<file path="src/include/rfsw_pkg.sv">
// package: constants and carriers for the receive frame status words
package rfsw_pkg;

    // register byte offsets
    localparam logic [7:0] OFS_CTRL   = 8'h00;
    localparam logic [7:0] OFS_MAXSZ  = 8'h04;
    localparam logic [7:0] OFS_WORD_A = 8'h08;
    localparam logic [7:0] OFS_WORD_B = 8'h0C;
    localparam logic [7:0] OFS_WORD_C = 8'h10;
    localparam logic [7:0] OFS_COUNT  = 8'h14;

    // control register fields
    localparam int CTL_KEEP_ERR   = 0;
    localparam int CTL_FCS_STRIP  = 1;
    localparam int CTL_STORE_WAKE = 2;
    localparam int CTL_ALWAYS_FWD = 3;
    localparam int CTL_DEEP_SUSP  = 4;
    localparam int CTL_SLOW_MODE  = 5;
    localparam int CTL_WIDTH      = 6;
    localparam logic [5:0]  CTRL_RESET  = 6'h20;
    localparam logic [13:0] MAXSZ_RESET = 14'h05EE;

    // first word fields
    localparam int A_IPV4_RAW_L3_SUM = 31;
    localparam int A_L4_RAW_L3_SUM   = 30;
    localparam int A_PROTO_LO  = 27;
    localparam int A_BCAST     = 25;
    localparam int A_GROUP     = 24;
    localparam int A_TAGGED    = 23;
    localparam int A_ANY_ERR   = 22;
    localparam int A_OVERSIZE  = 21;
    localparam int A_RUNT      = 20;
    localparam int A_LONG      = 19;
    localparam int A_PHY_ERR   = 18;
    localparam int A_MISALIGN  = 17;
    localparam int A_FCS       = 16;
    localparam int A_SINGLE    = 15;
    localparam int A_NO_RAW_L3_SUM   = 14;
    // third word fields
    localparam int C_WAKE      = 15;
    localparam int C_FILT_FAIL = 14;

    localparam logic [13:0] RUNT_BYTES = 14'h0040;
    localparam logic [13:0] FCS_BYTES  = 14'h0004;

    typedef enum logic [1:0] {
        RFSW_NON_IP = 2'b00,
        RFSW_TCP_IP = 2'b01,
        RFSW_UDP_IP = 2'b10,
        RFSW_OTH_IP = 2'b11
    } rfsw_proto_t;

    typedef struct packed {
        logic [47:0] dest_addr;   // first byte in [47:40]
        logic [13:0] byte_count;
        logic        fcs_bad;
        logic        misaligned;
        logic        wdt_cut;
        logic        short_frame;
        logic        ipv4_hdr_bad;
        logic        l4_bad;
        logic        no_l4_sum;
        rfsw_proto_t proto_class;
        logic        tag_removed;
        logic [15:0] tag;
        logic [15:0] raw_sum;
        logic        wake_hit;
        logic        filter_miss;
        logic        overflow;
    } rfsw_frame_t;

    typedef struct packed {
        logic [31:0] word_a;
        logic [31:0] word_b;
        logic [31:0] word_c;
    } rfsw_words_t;

    // reported length, four bytes less when the check sequence is stripped and the count is at least four
    function automatic logic [13:0] rfsw_fit_len(input logic [13:0] n, input logic strip);
        if (strip && n >= FCS_BYTES) begin
            return n - FCS_BYTES;
        end
        return n;
    endfunction : rfsw_fit_len

endpackage : rfsw_pkg

</file>
<file path="src/rfsw_addr_class.sv">
// destination address class decode
`timescale 1ns/10ps
module rfsw_addr_class (
    input  wire logic [47:0] dest_addr,
    output logic             all_stations_address_flag,
    output logic             group_address_flag,
    output logic             single_station_address_flag
);
    logic group_bit;

    // group bit is the lowest bit of the first address byte
    assign group_bit = dest_addr[40];
    assign all_stations_address_flag = &dest_addr;
    assign group_address_flag = group_bit & ~all_stations_address_flag;
    assign single_station_address_flag = ~group_bit;
endmodule : rfsw_addr_class

</file>
<file path="src/rfsw_top.sv">
// receive frame status word generator with wishbone control
`timescale 1ns/10ps
module rfsw_top (
    input  wire logic                 clock,
    input  wire logic                 arst_n,
    // frame side
    input  wire logic                 rx_active,
    input  wire logic                 phy_rx_err,
    input  wire logic                 frame_done,
    input  wire rfsw_pkg::rfsw_frame_t frame_info,
    output rfsw_pkg::rfsw_words_t     status_words_q,
    output logic                      status_valid_q,
    output logic                      status_drop_q,
    // wishbone slave
    input  wire logic                 wb_cyc_i,
    input  wire logic                 wb_stb_i,
    input  wire logic                 wb_we_i,
    input  wire logic [7:0]           wb_adr_i,
    input  wire logic [3:0]           wb_sel_i,
    input  wire logic [31:0]          wb_dat_i,
    output logic [31:0]               wb_dat_o,
    output logic                      wb_ack_o
);
    logic [5:0]  ctrl_q;
    logic [13:0] max_size_q;
    logic        phy_err_q;
    logic [15:0] stored_cnt_q;
    logic [15:0] dropped_cnt_q;
    logic        wb_ack_q;
    logic [31:0] wb_dat_q;

    logic        bcast;
    logic        group;
    logic        single;
    logic        phy_error_flag;
    logic        runt;
    logic        too_long;
    logic        octet_misalign_flag;
    logic        fcs_flag;
    logic        any_error_summary;
    logic        wake_flag;
    logic        filter_reject_flag;
    logic        drop;
    logic [13:0] len_rep;
    rfsw_pkg::rfsw_words_t words_d;
    logic        wb_req;
    logic        wb_wr;

    rfsw_addr_class u_addr_class (
        .dest_addr                   (frame_info.dest_addr),
        .all_stations_address_flag   (bcast),
        .group_address_flag          (group),
        .single_station_address_flag (single)
    );

    // phy error seen anywhere in the frame
    assign phy_error_flag = phy_err_q | (rx_active & phy_rx_err);

    // phy error sticky across reception, restarted at frame end
    always_ff @(posedge clock or negedge arst_n) begin
        if (!arst_n) begin
            phy_err_q <= 1'b0;
        end else if (frame_done) begin
            phy_err_q <= 1'b0;
        end else if (rx_active && phy_rx_err) begin
            phy_err_q <= 1'b1;
        end
    end

    // short frame or below collision window
    assign runt = frame_info.short_frame || (frame_info.byte_count < rfsw_pkg::RUNT_BYTES);
    assign too_long = frame_info.byte_count > max_size_q;
    // partial octet with bad check, slow modes
    assign octet_misalign_flag = frame_info.misaligned & frame_info.fcs_bad
                               & ctrl_q[rfsw_pkg::CTL_SLOW_MODE];
    assign fcs_flag = frame_info.fcs_bad | phy_error_flag;
    assign any_error_summary = fcs_flag | octet_misalign_flag | phy_error_flag | too_long
                             | runt | frame_info.wdt_cut | frame_info.ipv4_hdr_bad
                             | frame_info.l4_bad;
    // wake flag only when stored in deepest suspend
    assign wake_flag = frame_info.wake_hit & ctrl_q[rfsw_pkg::CTL_DEEP_SUSP]
                     & ctrl_q[rfsw_pkg::CTL_STORE_WAKE];
    // filter fail needs the wake flag
    assign filter_reject_flag = wake_flag & frame_info.filter_miss
                              & ctrl_q[rfsw_pkg::CTL_ALWAYS_FWD];
    assign drop = frame_info.overflow | (runt & ~ctrl_q[rfsw_pkg::CTL_KEEP_ERR]);
    assign len_rep = rfsw_pkg::rfsw_fit_len(frame_info.byte_count,
                                            ctrl_q[rfsw_pkg::CTL_FCS_STRIP]);

    always_comb begin
        words_d = '0;
        words_d.word_a[rfsw_pkg::A_IPV4_RAW_L3_SUM] = frame_info.ipv4_hdr_bad;
        words_d.word_a[rfsw_pkg::A_L4_RAW_L3_SUM]   = frame_info.l4_bad;
        words_d.word_a[rfsw_pkg::A_PROTO_LO +: 2] = frame_info.proto_class;
        words_d.word_a[rfsw_pkg::A_BCAST]    = bcast;
        words_d.word_a[rfsw_pkg::A_GROUP]    = group;
        words_d.word_a[rfsw_pkg::A_TAGGED]   = frame_info.tag_removed;
        words_d.word_a[rfsw_pkg::A_ANY_ERR]  = any_error_summary;
        words_d.word_a[rfsw_pkg::A_OVERSIZE] = frame_info.wdt_cut;
        words_d.word_a[rfsw_pkg::A_RUNT]     = runt;
        words_d.word_a[rfsw_pkg::A_LONG]     = too_long;
        words_d.word_a[rfsw_pkg::A_PHY_ERR]  = phy_error_flag;
        words_d.word_a[rfsw_pkg::A_MISALIGN] = octet_misalign_flag;
        words_d.word_a[rfsw_pkg::A_FCS]      = fcs_flag;
        words_d.word_a[rfsw_pkg::A_SINGLE]   = single;
        words_d.word_a[rfsw_pkg::A_NO_RAW_L3_SUM]  = frame_info.no_l4_sum;
        words_d.word_a[13:0]                 = len_rep;
        words_d.word_b[31:16] = frame_info.raw_sum;
        // tag copied whole, undefined when untagged
        words_d.word_b[15:0]  = frame_info.tag;
        words_d.word_c[rfsw_pkg::C_WAKE]      = wake_flag;
        words_d.word_c[rfsw_pkg::C_FILT_FAIL] = filter_reject_flag;
        words_d.word_c[13:0] = 14'h0000;
    end

    // words held until the next frame so software can read them back
    always_ff @(posedge clock or negedge arst_n) begin
        if (!arst_n) begin
            status_words_q <= '0;
            status_valid_q <= 1'b0;
            status_drop_q  <= 1'b0;
        end else begin
            status_valid_q <= frame_done;
            if (frame_done) begin
                status_words_q <= words_d;
                status_drop_q  <= drop;
            end
        end
    end

    // counters wrap; software takes differences
    always_ff @(posedge clock or negedge arst_n) begin
        if (!arst_n) begin
            stored_cnt_q  <= 16'h0000;
            dropped_cnt_q <= 16'h0000;
        end else if (frame_done) begin
            if (drop) begin
                dropped_cnt_q <= dropped_cnt_q + 16'h0001;
            end else begin
                stored_cnt_q <= stored_cnt_q + 16'h0001;
            end
        end
    end

    // wishbone: ack one cycle after the strobe, held off the cycle after
    assign wb_req = wb_cyc_i & wb_stb_i & ~wb_ack_q;
    assign wb_wr  = wb_req & wb_we_i;

    always_ff @(posedge clock or negedge arst_n) begin
        if (!arst_n) begin
            ctrl_q     <= rfsw_pkg::CTRL_RESET;
            max_size_q <= rfsw_pkg::MAXSZ_RESET;
        end else if (wb_wr) begin
            if (wb_adr_i == rfsw_pkg::OFS_CTRL && wb_sel_i[0]) begin
                ctrl_q <= wb_dat_i[5:0];
            end
            if (wb_adr_i == rfsw_pkg::OFS_MAXSZ) begin
                if (wb_sel_i[0]) begin
                    max_size_q[7:0] <= wb_dat_i[7:0];
                end
                if (wb_sel_i[1]) begin
                    max_size_q[13:8] <= wb_dat_i[13:8];
                end
            end
        end
    end

    always_ff @(posedge clock or negedge arst_n) begin
        if (!arst_n) begin
            wb_ack_q <= 1'b0;
            wb_dat_q <= 32'h0000_0000;
        end else begin
            wb_ack_q <= wb_req;
            if (wb_req && !wb_we_i) begin
                case (wb_adr_i)
                    rfsw_pkg::OFS_CTRL:   wb_dat_q <= {26'h0000000, ctrl_q};
                    rfsw_pkg::OFS_MAXSZ:  wb_dat_q <= {18'h00000, max_size_q};
                    rfsw_pkg::OFS_WORD_A: wb_dat_q <= status_words_q.word_a;
                    rfsw_pkg::OFS_WORD_B: wb_dat_q <= status_words_q.word_b;
                    rfsw_pkg::OFS_WORD_C: wb_dat_q <= status_words_q.word_c;
                    rfsw_pkg::OFS_COUNT:  wb_dat_q <= {dropped_cnt_q, stored_cnt_q};
                    default:              wb_dat_q <= 32'h0000_0000;
                endcase
            end else begin
                wb_dat_q <= 32'h0000_0000;
            end
        end
    end

    assign wb_ack_o = wb_ack_q;
    assign wb_dat_o = wb_dat_q;
endmodule : rfsw_top

</file>
<file path="config.mk">
export PLATFORM = sky130hd
export DESIGN_NAME = rfsw_top
export DESIGN_NICKNAME = d
export VERILOG_FILES = /design/src/include/rfsw_pkg.sv /design/src/rfsw_addr_class.sv /design/src/rfsw_top.sv
export SDC_FILE = /design/constraint.sdc
export NUM_CORES = 1
export LEC_CHECK = 0
export ABC_AREA = 1
export BUFFER_PORTS_ARGS = -buffer_cell sky130_fd_sc_hd__buf_2
export CORE_ASPECT_RATIO = 1.1
export CORE_MARGIN = 4
export CORE_UTILIZATION = 44
export DETAILED_ROUTE_END_ITERATION = 8
export GPL_TIMING_DRIVEN = 0
export PLACE_DENSITY = 0.81
export SLEW_MARGIN = 40
export SYNTH_ARGS = -nofsm -noshare
export SYNTH_HDL_FRONTEND = slang
export SYNTH_SLANG_ARGS = --single-unit
</file>
<file path="constraint.sdc">
create_clock -name clock -period 2.1 [get_ports clock]
set_input_delay 0.105 -clock clock [delete_from_list [all_inputs] [get_ports clock]]
set_output_delay 0.105 -clock clock [all_outputs]
set_load 0.005 [all_outputs]
</file>
# --- After elaboration in Yosys (flattened, before gate mapping) ---
# Cells that the tools add are included.
op_classes:
  n_lt_le_gt_ge: 3
  eq_ne: 5
  n_mux: 7
  div_mod_pow: 0
  n_addsub: 3
  n_reduce_logical: 14
  n_mul: 0
  bitwise: 27
  shift: 0
ops:
  columns: ["cell", "count"]
  rows:
  - ["$pmux 32 s6", 1]
  - ["$reduce_and 48->1", 1]
  - ["$add 16x1->16 const B", 2]
  - ["$mux 32", 1]
  - ["$mux 14", 2]
  - ["$eq 8x4->1 const B", 2]
  - ["$eq 8x5->1 const B", 2]
  - ["$ge 14x3->1 const B", 1]
  - ["$gt 14x14->1", 1]
  - ["$lt 14x7->1 const B", 1]
  - ["$sub 14x3->14 const B", 1]
  - ["$and 1x1->1", 12]
  - ["$or 1x1->1", 10]
  - ["$eq 8x3->1 const B", 1]
  - ["$logic_not 8->1", 1]
  - ["$reduce_and 2->1", 3]
  - ["$reduce_and 3->1", 2]
  - ["$not 1->1", 5]
  - ["$logic_and 1x1->1", 4]
  - ["$mux 1", 3]
  - ["$reduce_bool 2->1", 1]
  - ["$logic_not 1->1", 1]
  - ["$logic_or 1x1->1", 1]
totals:
  reg_bits: 152
  elab_cells: 72
  output_inout_bits: 131
  n_memories: 0
  latchBits: 0
  mem_bits_ro: 0
  in_bits: 159
  mem_bits_rw: 0

# --- Depth between registers and ports, before layout ---
# Gate-level depths: netlist (run 1).
depth:
  ltp_word: 10
  mapped_depth: 12
  depth_no_buf: 12

# --- Hierarchy ---
# A second synthesis (run 1) with hierarchy kept.
hier_totals:
  cells_unflattened: 1092
  hier_area_um2: 8304.2
by_module_without_submodules:
  columns: ["module", "cells_per_inst", "instances", "seq_area_each_um2", "area_each_um2"]
  rows:
  - ["rfsw_top", 1042, 1, 3814.9, 8115.3]
  - ["rfsw_addr_class", 50, 1, 0.0, 188.9]

# --- Worst setup path before layout (run 1) ---
# Ideal clock, no wire load.
synth_path:
  kind: "flip-flop to flip-flop"
  start: "reg max_size_q[1]"
  end: "reg status_words_q[86] in the netlist's numbering"
  path_buffers: 0
  setup_time_ps: 120
  arrival_time_ps: 1326
  period_less_slack_ps: 1446
  required_ps: 1980
  setup_slack_ps: 654
  stages_incl_launch_ff: 11
  cell_sequence: "dfstp_2 -> inv_1 -> ha_1 -> inv_1 -> nor2_1 -> o21ai_0 -> o211ai_1 -> nand2_1 -> nand2_1 -> nand2_1 -> nand2_1"
synth_via:
  elab_chain_len: 6
synth_rtl:
  columns: ["item", "line_no", "source"]
  rows:
  - ["start, declared", "rfsw_top.sv:25", "logic [13:0] max_size_q;"]
  - ["start signal, assigned", "rfsw_top.sv:152", "max_size_q <= rfsw_pkg::MAXSZ_RESET;"]
  - ["start signal, assigned", "rfsw_top.sv:159", "max_size_q[7:0] <= wb_dat_i[7:0];"]
  - ["$gt 14x14->1", "rfsw_top.sv:72", "assign too_long = frame_info.byte_count > max_size_q;"]
  - ["$or 1x1->1", "rfsw_top.sv:77", "assign any_error_summary = fcs_flag | octet_misalign_flag | phy_error_flag | too_long"]
  - ["$or 1x1->1 (3 in series)", "rfsw_top.sv:78", "| runt | frame_info.wdt_cut | frame_info.ipv4_hdr_bad"]
  - ["$or 1x1->1", "rfsw_top.sv:79", "| frame_info.l4_bad;"]
  - ["end signal, assigned", "rfsw_top.sv:125", "status_words_q <= words_d;"]
  - ["end, declared", "rfsw_top.sv:11", "output rfsw_pkg::rfsw_words_t status_words_q,"]
# No other way between the ends.
# A chain may end at the register's enable or synchronous reset.

# --- Worst setup path after layout (run 1) ---
layout_path:
  start: "reg max_size_q[10]"
  end: "reg status_words_q[83] in the netlist's numbering"
layout_via:
  elab_chain_len: 1
layout_rtl:
  columns: ["item", "line_no", "source"]
  rows:
  - ["start signal, assigned", "rfsw_top.sv:152", null]
  - ["start signal, assigned", "rfsw_top.sv:162", "max_size_q[13:8] <= wb_dat_i[13:8];"]
  - ["$gt 14x14->1", "rfsw_top.sv:72", null]
# No other way between the ends.

==> impl_metrics.env, run 1 <==
export IMPL_status="finished clean"
export IMPL_synthTopCellsByArea="dfrtp_1 42%, nand2_1 19%, nand3_1 5.4%"
export IMPL_highest_layer="met4"
export IMPL_synth_edff_count=0
export IMPL_via_per_inst=4.97
export IMPL_slew_violations=0
export IMPL_wl_microns=29500
export IMPL_h_tree_depth=4
export IMPL_drive_gt1_share_pct=26.2
export IMPL_die_area_sq_um=21500
export IMPL_syn_to_final_growth_pct=34.7
export IMPL_clock_sinks=152
export IMPL_clk_latency_ns=0.43
export IMPL_rows=52
export IMPL_cp_data_arrival_time_ns=2.11
export IMPL_setup_violations=0
export IMPL_vias=8562
export IMPL_hpwl_microns=22200
export IMPL_syn_inst=1113
export IMPL_grt_max_degree=62
export IMPL_clkTransAtPathRegs_ns=0.07
export IMPL_start_util_pct=45.4
export IMPL_diodes=0
export IMPL_powerDensity_nw_per_um2=681
export IMPL_fmax_mhz=556
export IMPL_met1_length_microns=11500
export IMPL_synthFlopType="dfrtp_1"
export IMPL_synth_compound_gate_area_share_pct=4.92
export IMPL_avgSynthCellArea_sq_um=7.59
export IMPL_drt_wirelength_per_cell_microns=17.1
export IMPL_required_ns=2.41
export IMPL_grt_pass1_wl_microns=45300
export IMPL_synth_seq_cells=152
export IMPL_grt_antenna_before_repair=0
export IMPL_drt_iter0_drc=622
export IMPL_root_buffer="clkbuf_16"
export IMPL_fin_crit_sh_pct=85.6
export IMPL_r2r_start="max_size_q[10]$_DFFE_PN1P_"
export IMPL_dr_pass1_iters=5
export IMPL_endpoint_kind="register"
export IMPL_synth_top_cell_by_area="dfrtp_1"
export IMPL_rsz0062_at_grt="false"
export IMPL_overflow=0
export IMPL_muxShareOfSynthArea_pct=0
export IMPL_cap_violations=0
export IMPL_ys_top_cells_by_count="428 x nand2_1, 143 x dfrtp_1, 92 x nand3_1, 90 x nor2_1, 83 x inv_1"
export IMPL_min_path_type="input pin to register"
export IMPL_clock_skew_ns=0.00977
export IMPL_synth_top_family_by_area="simple AND/OR/NAND/NOR gates"
export IMPL_setup_tns_final_ns=0
export IMPL_yosysWarnings=0
export IMPL_startpoint_type="register"
export IMPL_synth_xor_area_share_pct=3.21
export IMPL_cts_buffers=17
export IMPL_min_period_ns=1.80
export IMPL_synth_distinct_cells=42
export IMPL_criticalPathCategory="register to register"
export IMPL_synth_adder_area_share_pct=2.67
export IMPL_worst_pin_slew_ns=0.852
export IMPL_syn_area_sq_um=8450
export IMPL_io_buffer_count=237
export IMPL_ir_drop_mv=0.595
export IMPL_postCtsSetupBuffers=0
export IMPL_cts_tree="built"
export IMPL_critPathMaxFanout=3
export IMPL_met3WireLength_microns=2270
export IMPL_synthSimpleGateAreaFrac_pct=34.5
export IMPL_core_area_sq_um=18600
export IMPL_r2r_end="status_words_q[83]$_DFFE_PN0P_"
export IMPL_die_w_microns=140
export IMPL_track_usage_pct=27.1
export IMPL_place_gp_congestion=0.934
export IMPL_grt_pass1_vias=8298
export IMPL_wl_met2_microns=14800
export IMPL_post_dp_cell_area_sq_um=10100
export IMPL_max_clock_path_buffers=2
export IMPL_dieHeight_microns=153
export IMPL_cp_endpoint="status_words_q[83]$_DFFE_PN0P_"
export IMPL_crit_start="max_size_q[10]$_DFFE_PN1P_"
export IMPL_rr_worst_depth=7
export IMPL_ys_seq_area_share_pct=45.1
export IMPL_r2r_setup_slack_ns=0.30
export IMPL_ys_async_sr_fraction_pct=100
export IMPL_num_io_pins=290
export IMPL_p_leak_nw=6.11
export IMPL_synth_top_area_share_pct=42.3
export IMPL_finalNetCount=1643
export IMPL_yosysMostFrequentCell="nand2_1"
export IMPL_hold_viol_final=0
export IMPL_ant_nets=0
export IMPL_slew_limit_headroom_pct=43.2
export IMPL_design_area_sq_um=11400
export IMPL_remaining_drc_errors=0
export IMPL_finalPower_mw=7.75
per-layer routing:
| metal | up-vias | GRT usage, % |
|---|---|---|
| met2 | 373 | 46.4 |
| met5 | - | 0 |
| met1 | 3990 | 34.0 |
| met3 | 60 | 5.16 |
| met4 | 0 | 10.1 |
| li1 | 4139 | - |
stage by stage:
| stage | worst slack (ns) | util, % | cells | hold slack, ns |
|---|---|---|---|---|
| global route | 0.148 | 61.2 | 1722 | 0.0280 |
| detailed placement | 0.324 | 54.4 | 1626 | 0.0373 |
| floorplan | 0.654 | - | 1144 | -0.191 |
| CTS | 0.312 | 61.2 | 1722 | 0.00687 |
| global placement | -1.34 | 54.0 | 1624 | 0.253 |
| finish | 0.303 | 61.2 | 1722 | 0.0142 |
report_power, final:
group          internal, mW  switching [mW]
logic                 0.520           0.643
registers              3.14           0.261
clock network          1.89            1.30
registers in the layout (all words and copies together), names as in the netlist, 6 cells and up:
| signal | flops |
|---|---|
| ctrl_q | 6 |
| stored_cnt_q | 16 |
| max_size_q | 14 |
| dropped_cnt_q | 16 |
| status_words_q | 64 |
| wb_dat_o | 32 |
cell type report:
type                       count  area, sq um
sequential                   152         3810
buffer                        67          450
clock inverter                11          136
multi-input combinational    831         3940
timing repair buffer         303         1890
fill                        1689         7230
inverter                      94          359
clock buffer                  21          480
tap                          243          304
cells in the final DEF, fill, tap and decap left out, types with 5 or more instances in the layout:
master	count
nand2_1	428
buf_2	247
dfrtp_1	143
nand3_1	92
nor2_1	90
inv_1	83
dlygate4sd3_1	64
buf_4	39
conb_1	32
o21ai_0	30
xnor2_1	22
nand4_1	20
o21ai_1	19
ha_1	18
clkbuf_16	17
a21oi_1	12
nor3_1	11
xor2_1	9
nor2_2	9
dfstp_2	9
inv_2	8
nand2_2	8
clkbuf_1	7
o21ai_2	6
buf_6	5
clkinv_4	5
worst max-delay path, stage by stage (launching register included):
cell and delay (ns):
dfstp_2 0.58, inv_1 0.06, ha_1 0.27, nand4_1 0.12, nor3_1 0.29, a21oi_1 0.11, nand2_1 0.18, nand2_1 0.07
what timing repair did:
item | 4_1_cts | 5_1_grt
hold endpoints to repair | 204 | 0
hold buffers | 64 | 0
gates resized for setup | 0 | 0
cells by family (layout without fill, tap and decap cells):
kind of cell	Yosys count	in the layout
xor gates and xnor gates	31	31
buffers and inverters	161	496
DFF	152	152
and+or+nand+nor	676	676
adders and majority gates	18	18
AOI/OAI and AO/OA	74	74
other	1	32
worst min-delay path by stage:
stage	from	to	cells past startpoint
after global placement	frame_done	status_valid_q$_DFF_PN0_	1
after detailed placement	arst_n	status_words_q[51]$_DFFE_PN0P_	1
after global routing	frame_info[47]	status_words_q[66]$_DFFE_PN0P_	4
final	frame_info[47]	status_words_q[66]$_DFFE_PN0P_	4
after floorplan	arst_n	ctrl_q[0]$_DFFE_PN0P_	0
after CTS	frame_info[47]	status_words_q[66]$_DFFE_PN0P_	4
No activity file was read; power rests on OpenSTA's default activity.
==> run 2, diff against run 1 <==
--- a/config.mk
+++ b/config.mk
@@ -13,6 +13,7 @@
 export DETAILED_ROUTE_END_ITERATION = 8
 export GPL_TIMING_DRIVEN = 0
 export PLACE_DENSITY = 0.81
+export RECOVER_POWER = 25
 export SLEW_MARGIN = 40
 export SYNTH_ARGS = -nofsm -noshare
 export SYNTH_HDL_FRONTEND = slang
==> impl_metrics.env, run 2 (same netlist as run 1, synthesis figures left out) <==
export IMPL_status="finished clean"
export IMPL_die_w_microns=140
export IMPL_final_common_cell="nand2_1"
export IMPL_dr_pass1_iters=5
export IMPL_h_tree_depth=4
export IMPL_ant_nets=0
export IMPL_cp_num_buf_inv=1
export IMPL_largest_register="status_words_q"
export IMPL_cp_data_arrival_time_ns=2.12
export IMPL_clock_skew_ns=0.0108
export IMPL_cts_tree="built"
export IMPL_setup_tns_final_ns=0
export IMPL_setup_violations=0
export IMPL_slew_limit_headroom_pct=17.0
export IMPL_clk_latency_ns=0.43
export IMPL_slowest_delay_ns=0.58
export IMPL_die_area_sq_um=21500
export IMPL_io_buffer_count=237
export IMPL_min_period_ns=1.80
export IMPL_p_leak_nw=6.09
export IMPL_grt_pass1_wl_microns=45300
export IMPL_dieHeight_microns=153
export IMPL_track_usage_pct=27.1
export IMPL_required_ns=2.41
export IMPL_start_util_pct=45.4
export IMPL_diodes=0
export IMPL_wl_microns=29600
export IMPL_whs_ns=0.0151
export IMPL_clock_sinks=152
export IMPL_swShare_pct=28.5
export IMPL_vias=8578
export IMPL_endpoint_kind="register"
export IMPL_critPathSlowestCell="dfstp_2"
export IMPL_post_dp_cell_area_sq_um=10100
export IMPL_crit_family="simple AND/OR/NAND/NOR gates"
export IMPL_max_clock_path_buffers=2
export IMPL_dp_worst_setup_slack_ns=0.324
export IMPL_cts_buffers=17
export IMPL_num_fill_cells=1693
export IMPL_largest_reg_flops=64
export IMPL_cp_depth=7
export IMPL_r2r_setup_slack_ns=0.30
export IMPL_grt_antenna_before_repair=0
export IMPL_drt_iter0_drc=650
export IMPL_min_path_type="input pin to register"
export IMPL_criticalPathCategory="register to register"
export IMPL_internal_power_mw=5.55
export IMPL_post_cts_resized=0
export IMPL_powerDensity_nw_per_um2=683
export IMPL_hold_buffers=64
export IMPL_clkTransAtPathRegs_ns=0.07
export IMPL_syn_to_final_growth_pct=34.4
export IMPL_fin_ws_ns=0.298
export IMPL_overflow=0
export IMPL_critPathMaxFanout=3
export IMPL_slew_violations=0
export IMPL_clkPwrFrac_pct=41.2
export IMPL_postCtsSetupBuffers=0
export IMPL_seqPwrFrac_pct=43.8
export IMPL_num_io_pins=290
export IMPL_fmax_mhz=555
export IMPL_combPwrFrac_pct=14.9
export IMPL_remaining_drc_errors=0
export IMPL_crit_top_cell="nand2_1"
export IMPL_cap_violations=0
export IMPL_cp_cell_sequence="inv_1 > ha_1 > nand4_1 > nor3_1 > a21oi_1 > nand2_1 > nand2_1"
export IMPL_hold_viol_final=0
export IMPL_ir_drop_mv=0.591
export IMPL_drive_gt1_share_pct=26.1
export IMPL_layout_common_cells="428 x nand2_1, 246 x buf_2, 143 x dfrtp_1"
export IMPL_hpwl_microns=22200
export IMPL_netSwitchingPower_mw=2.21
export IMPL_rsz0062_at_grt="false"
export IMPL_grt_max_degree=62
export IMPL_via_per_inst=4.98
export IMPL_place_gp_congestion=0.934
export IMPL_grt_pass1_vias=8298
export IMPL_root_buffer="clkbuf_16"
export IMPL_core_area_sq_um=18600
export IMPL_fin_util_pct=61.0
export IMPL_fin_crit_sh_pct=85.8
export IMPL_worst_pin_slew_ns=1.25
export IMPL_design_area_sq_um=11400
export IMPL_finalNetCount=1643
export IMPL_startpoint_type="register"
export IMPL_rr_worst_depth=7
export IMPL_drt_wirelength_per_cell_microns=17.2
export IMPL_rows=52
export IMPL_hold_depth=4
## run 2: changes by cell type in the layout (fill, tap and decap cells not counted), sizes merged
cell and delta:
buf -2, clkbuf +2
## run 2: worst paths after layout
check | from | to
worst max-delay path | max_size_q[10]$_DFFE_PN1P_ | status_words_q[83]$_DFFE_PN0P_
worst min-delay path | frame_info[47] | status_words_q[66]$_DFFE_PN0P_
worst max register to register | max_size_q[10]$_DFFE_PN1P_ | status_words_q[83]$_DFFE_PN0P_
worst min register to register | max_size_q[5]$_DFFE_PN1P_ | max_size_q[5]$_DFFE_PN1P_
max in group asynchronous | arst_n | stored_cnt_q[7]$_DFFE_PN0P_
min in group asynchronous | arst_n | status_words_q[33]$_DFFE_PN0P_
## run 2: power by group through the flow
stage | combinational (mW) | sequential, mW | clock [mW]
global route | 1.29 | 3.43 | 3.36
detailed placement | 1.06 | 3.44 | 0
global placement | 1.02 | 3.44 | 0
finish | 1.16 | 3.40 | 3.20
CTS | 1.16 | 3.39 | 3.22
floorplan | 0.548 | 3.37 | 0
## run 2: metal layers
metal / track usage (%) / vias up / share of wire, %
li1: - / 4137 / -
met1: 34.0 / 3995 / 39
met2: 46.4 / 390 / 50
met3: 5.16 / 56 / 7.2
met4: 10.1 / 0 / 3.0
met5: 0 / - / 0
## run 2: worst register-to-register path: cells and delay by family (launching register included)
family | cells | cell delay [ns]
adder cells (fa/ha/maj) | 1 | 0.27
buffers and inverters | 1 | 0.07
AO/OA/AOI/OAI | 1 | 0.11
flip-flops | 1 | 0.58
AND/OR/NAND/NOR | 4 | 0.68
## run 2: through the flow
stage / std cells / power (mW)
after floorplan: 1144 / 3.92
after global placement: 1624 / 4.46
after detailed placement: 1626 / 4.50
after CTS: 1722 / 7.77
after global routing: 1722 / 8.07
final: 1722 / 7.75
## run 2: final cells by class
class / instances / area [sq um] / area share (%)
multi-input combinational: 831 / 3940 / 34.7
sequential: 152 / 3810 / 33.6
timing repair buffer: 303 / 1860 / 16.4
clock buffer: 21 / 480 / 4.23
buffer: 67 / 450 / 3.97
inverter: 94 / 359 / 3.16
tap: 243 / 304 / 2.68
clock inverter: 11 / 136 / 1.20
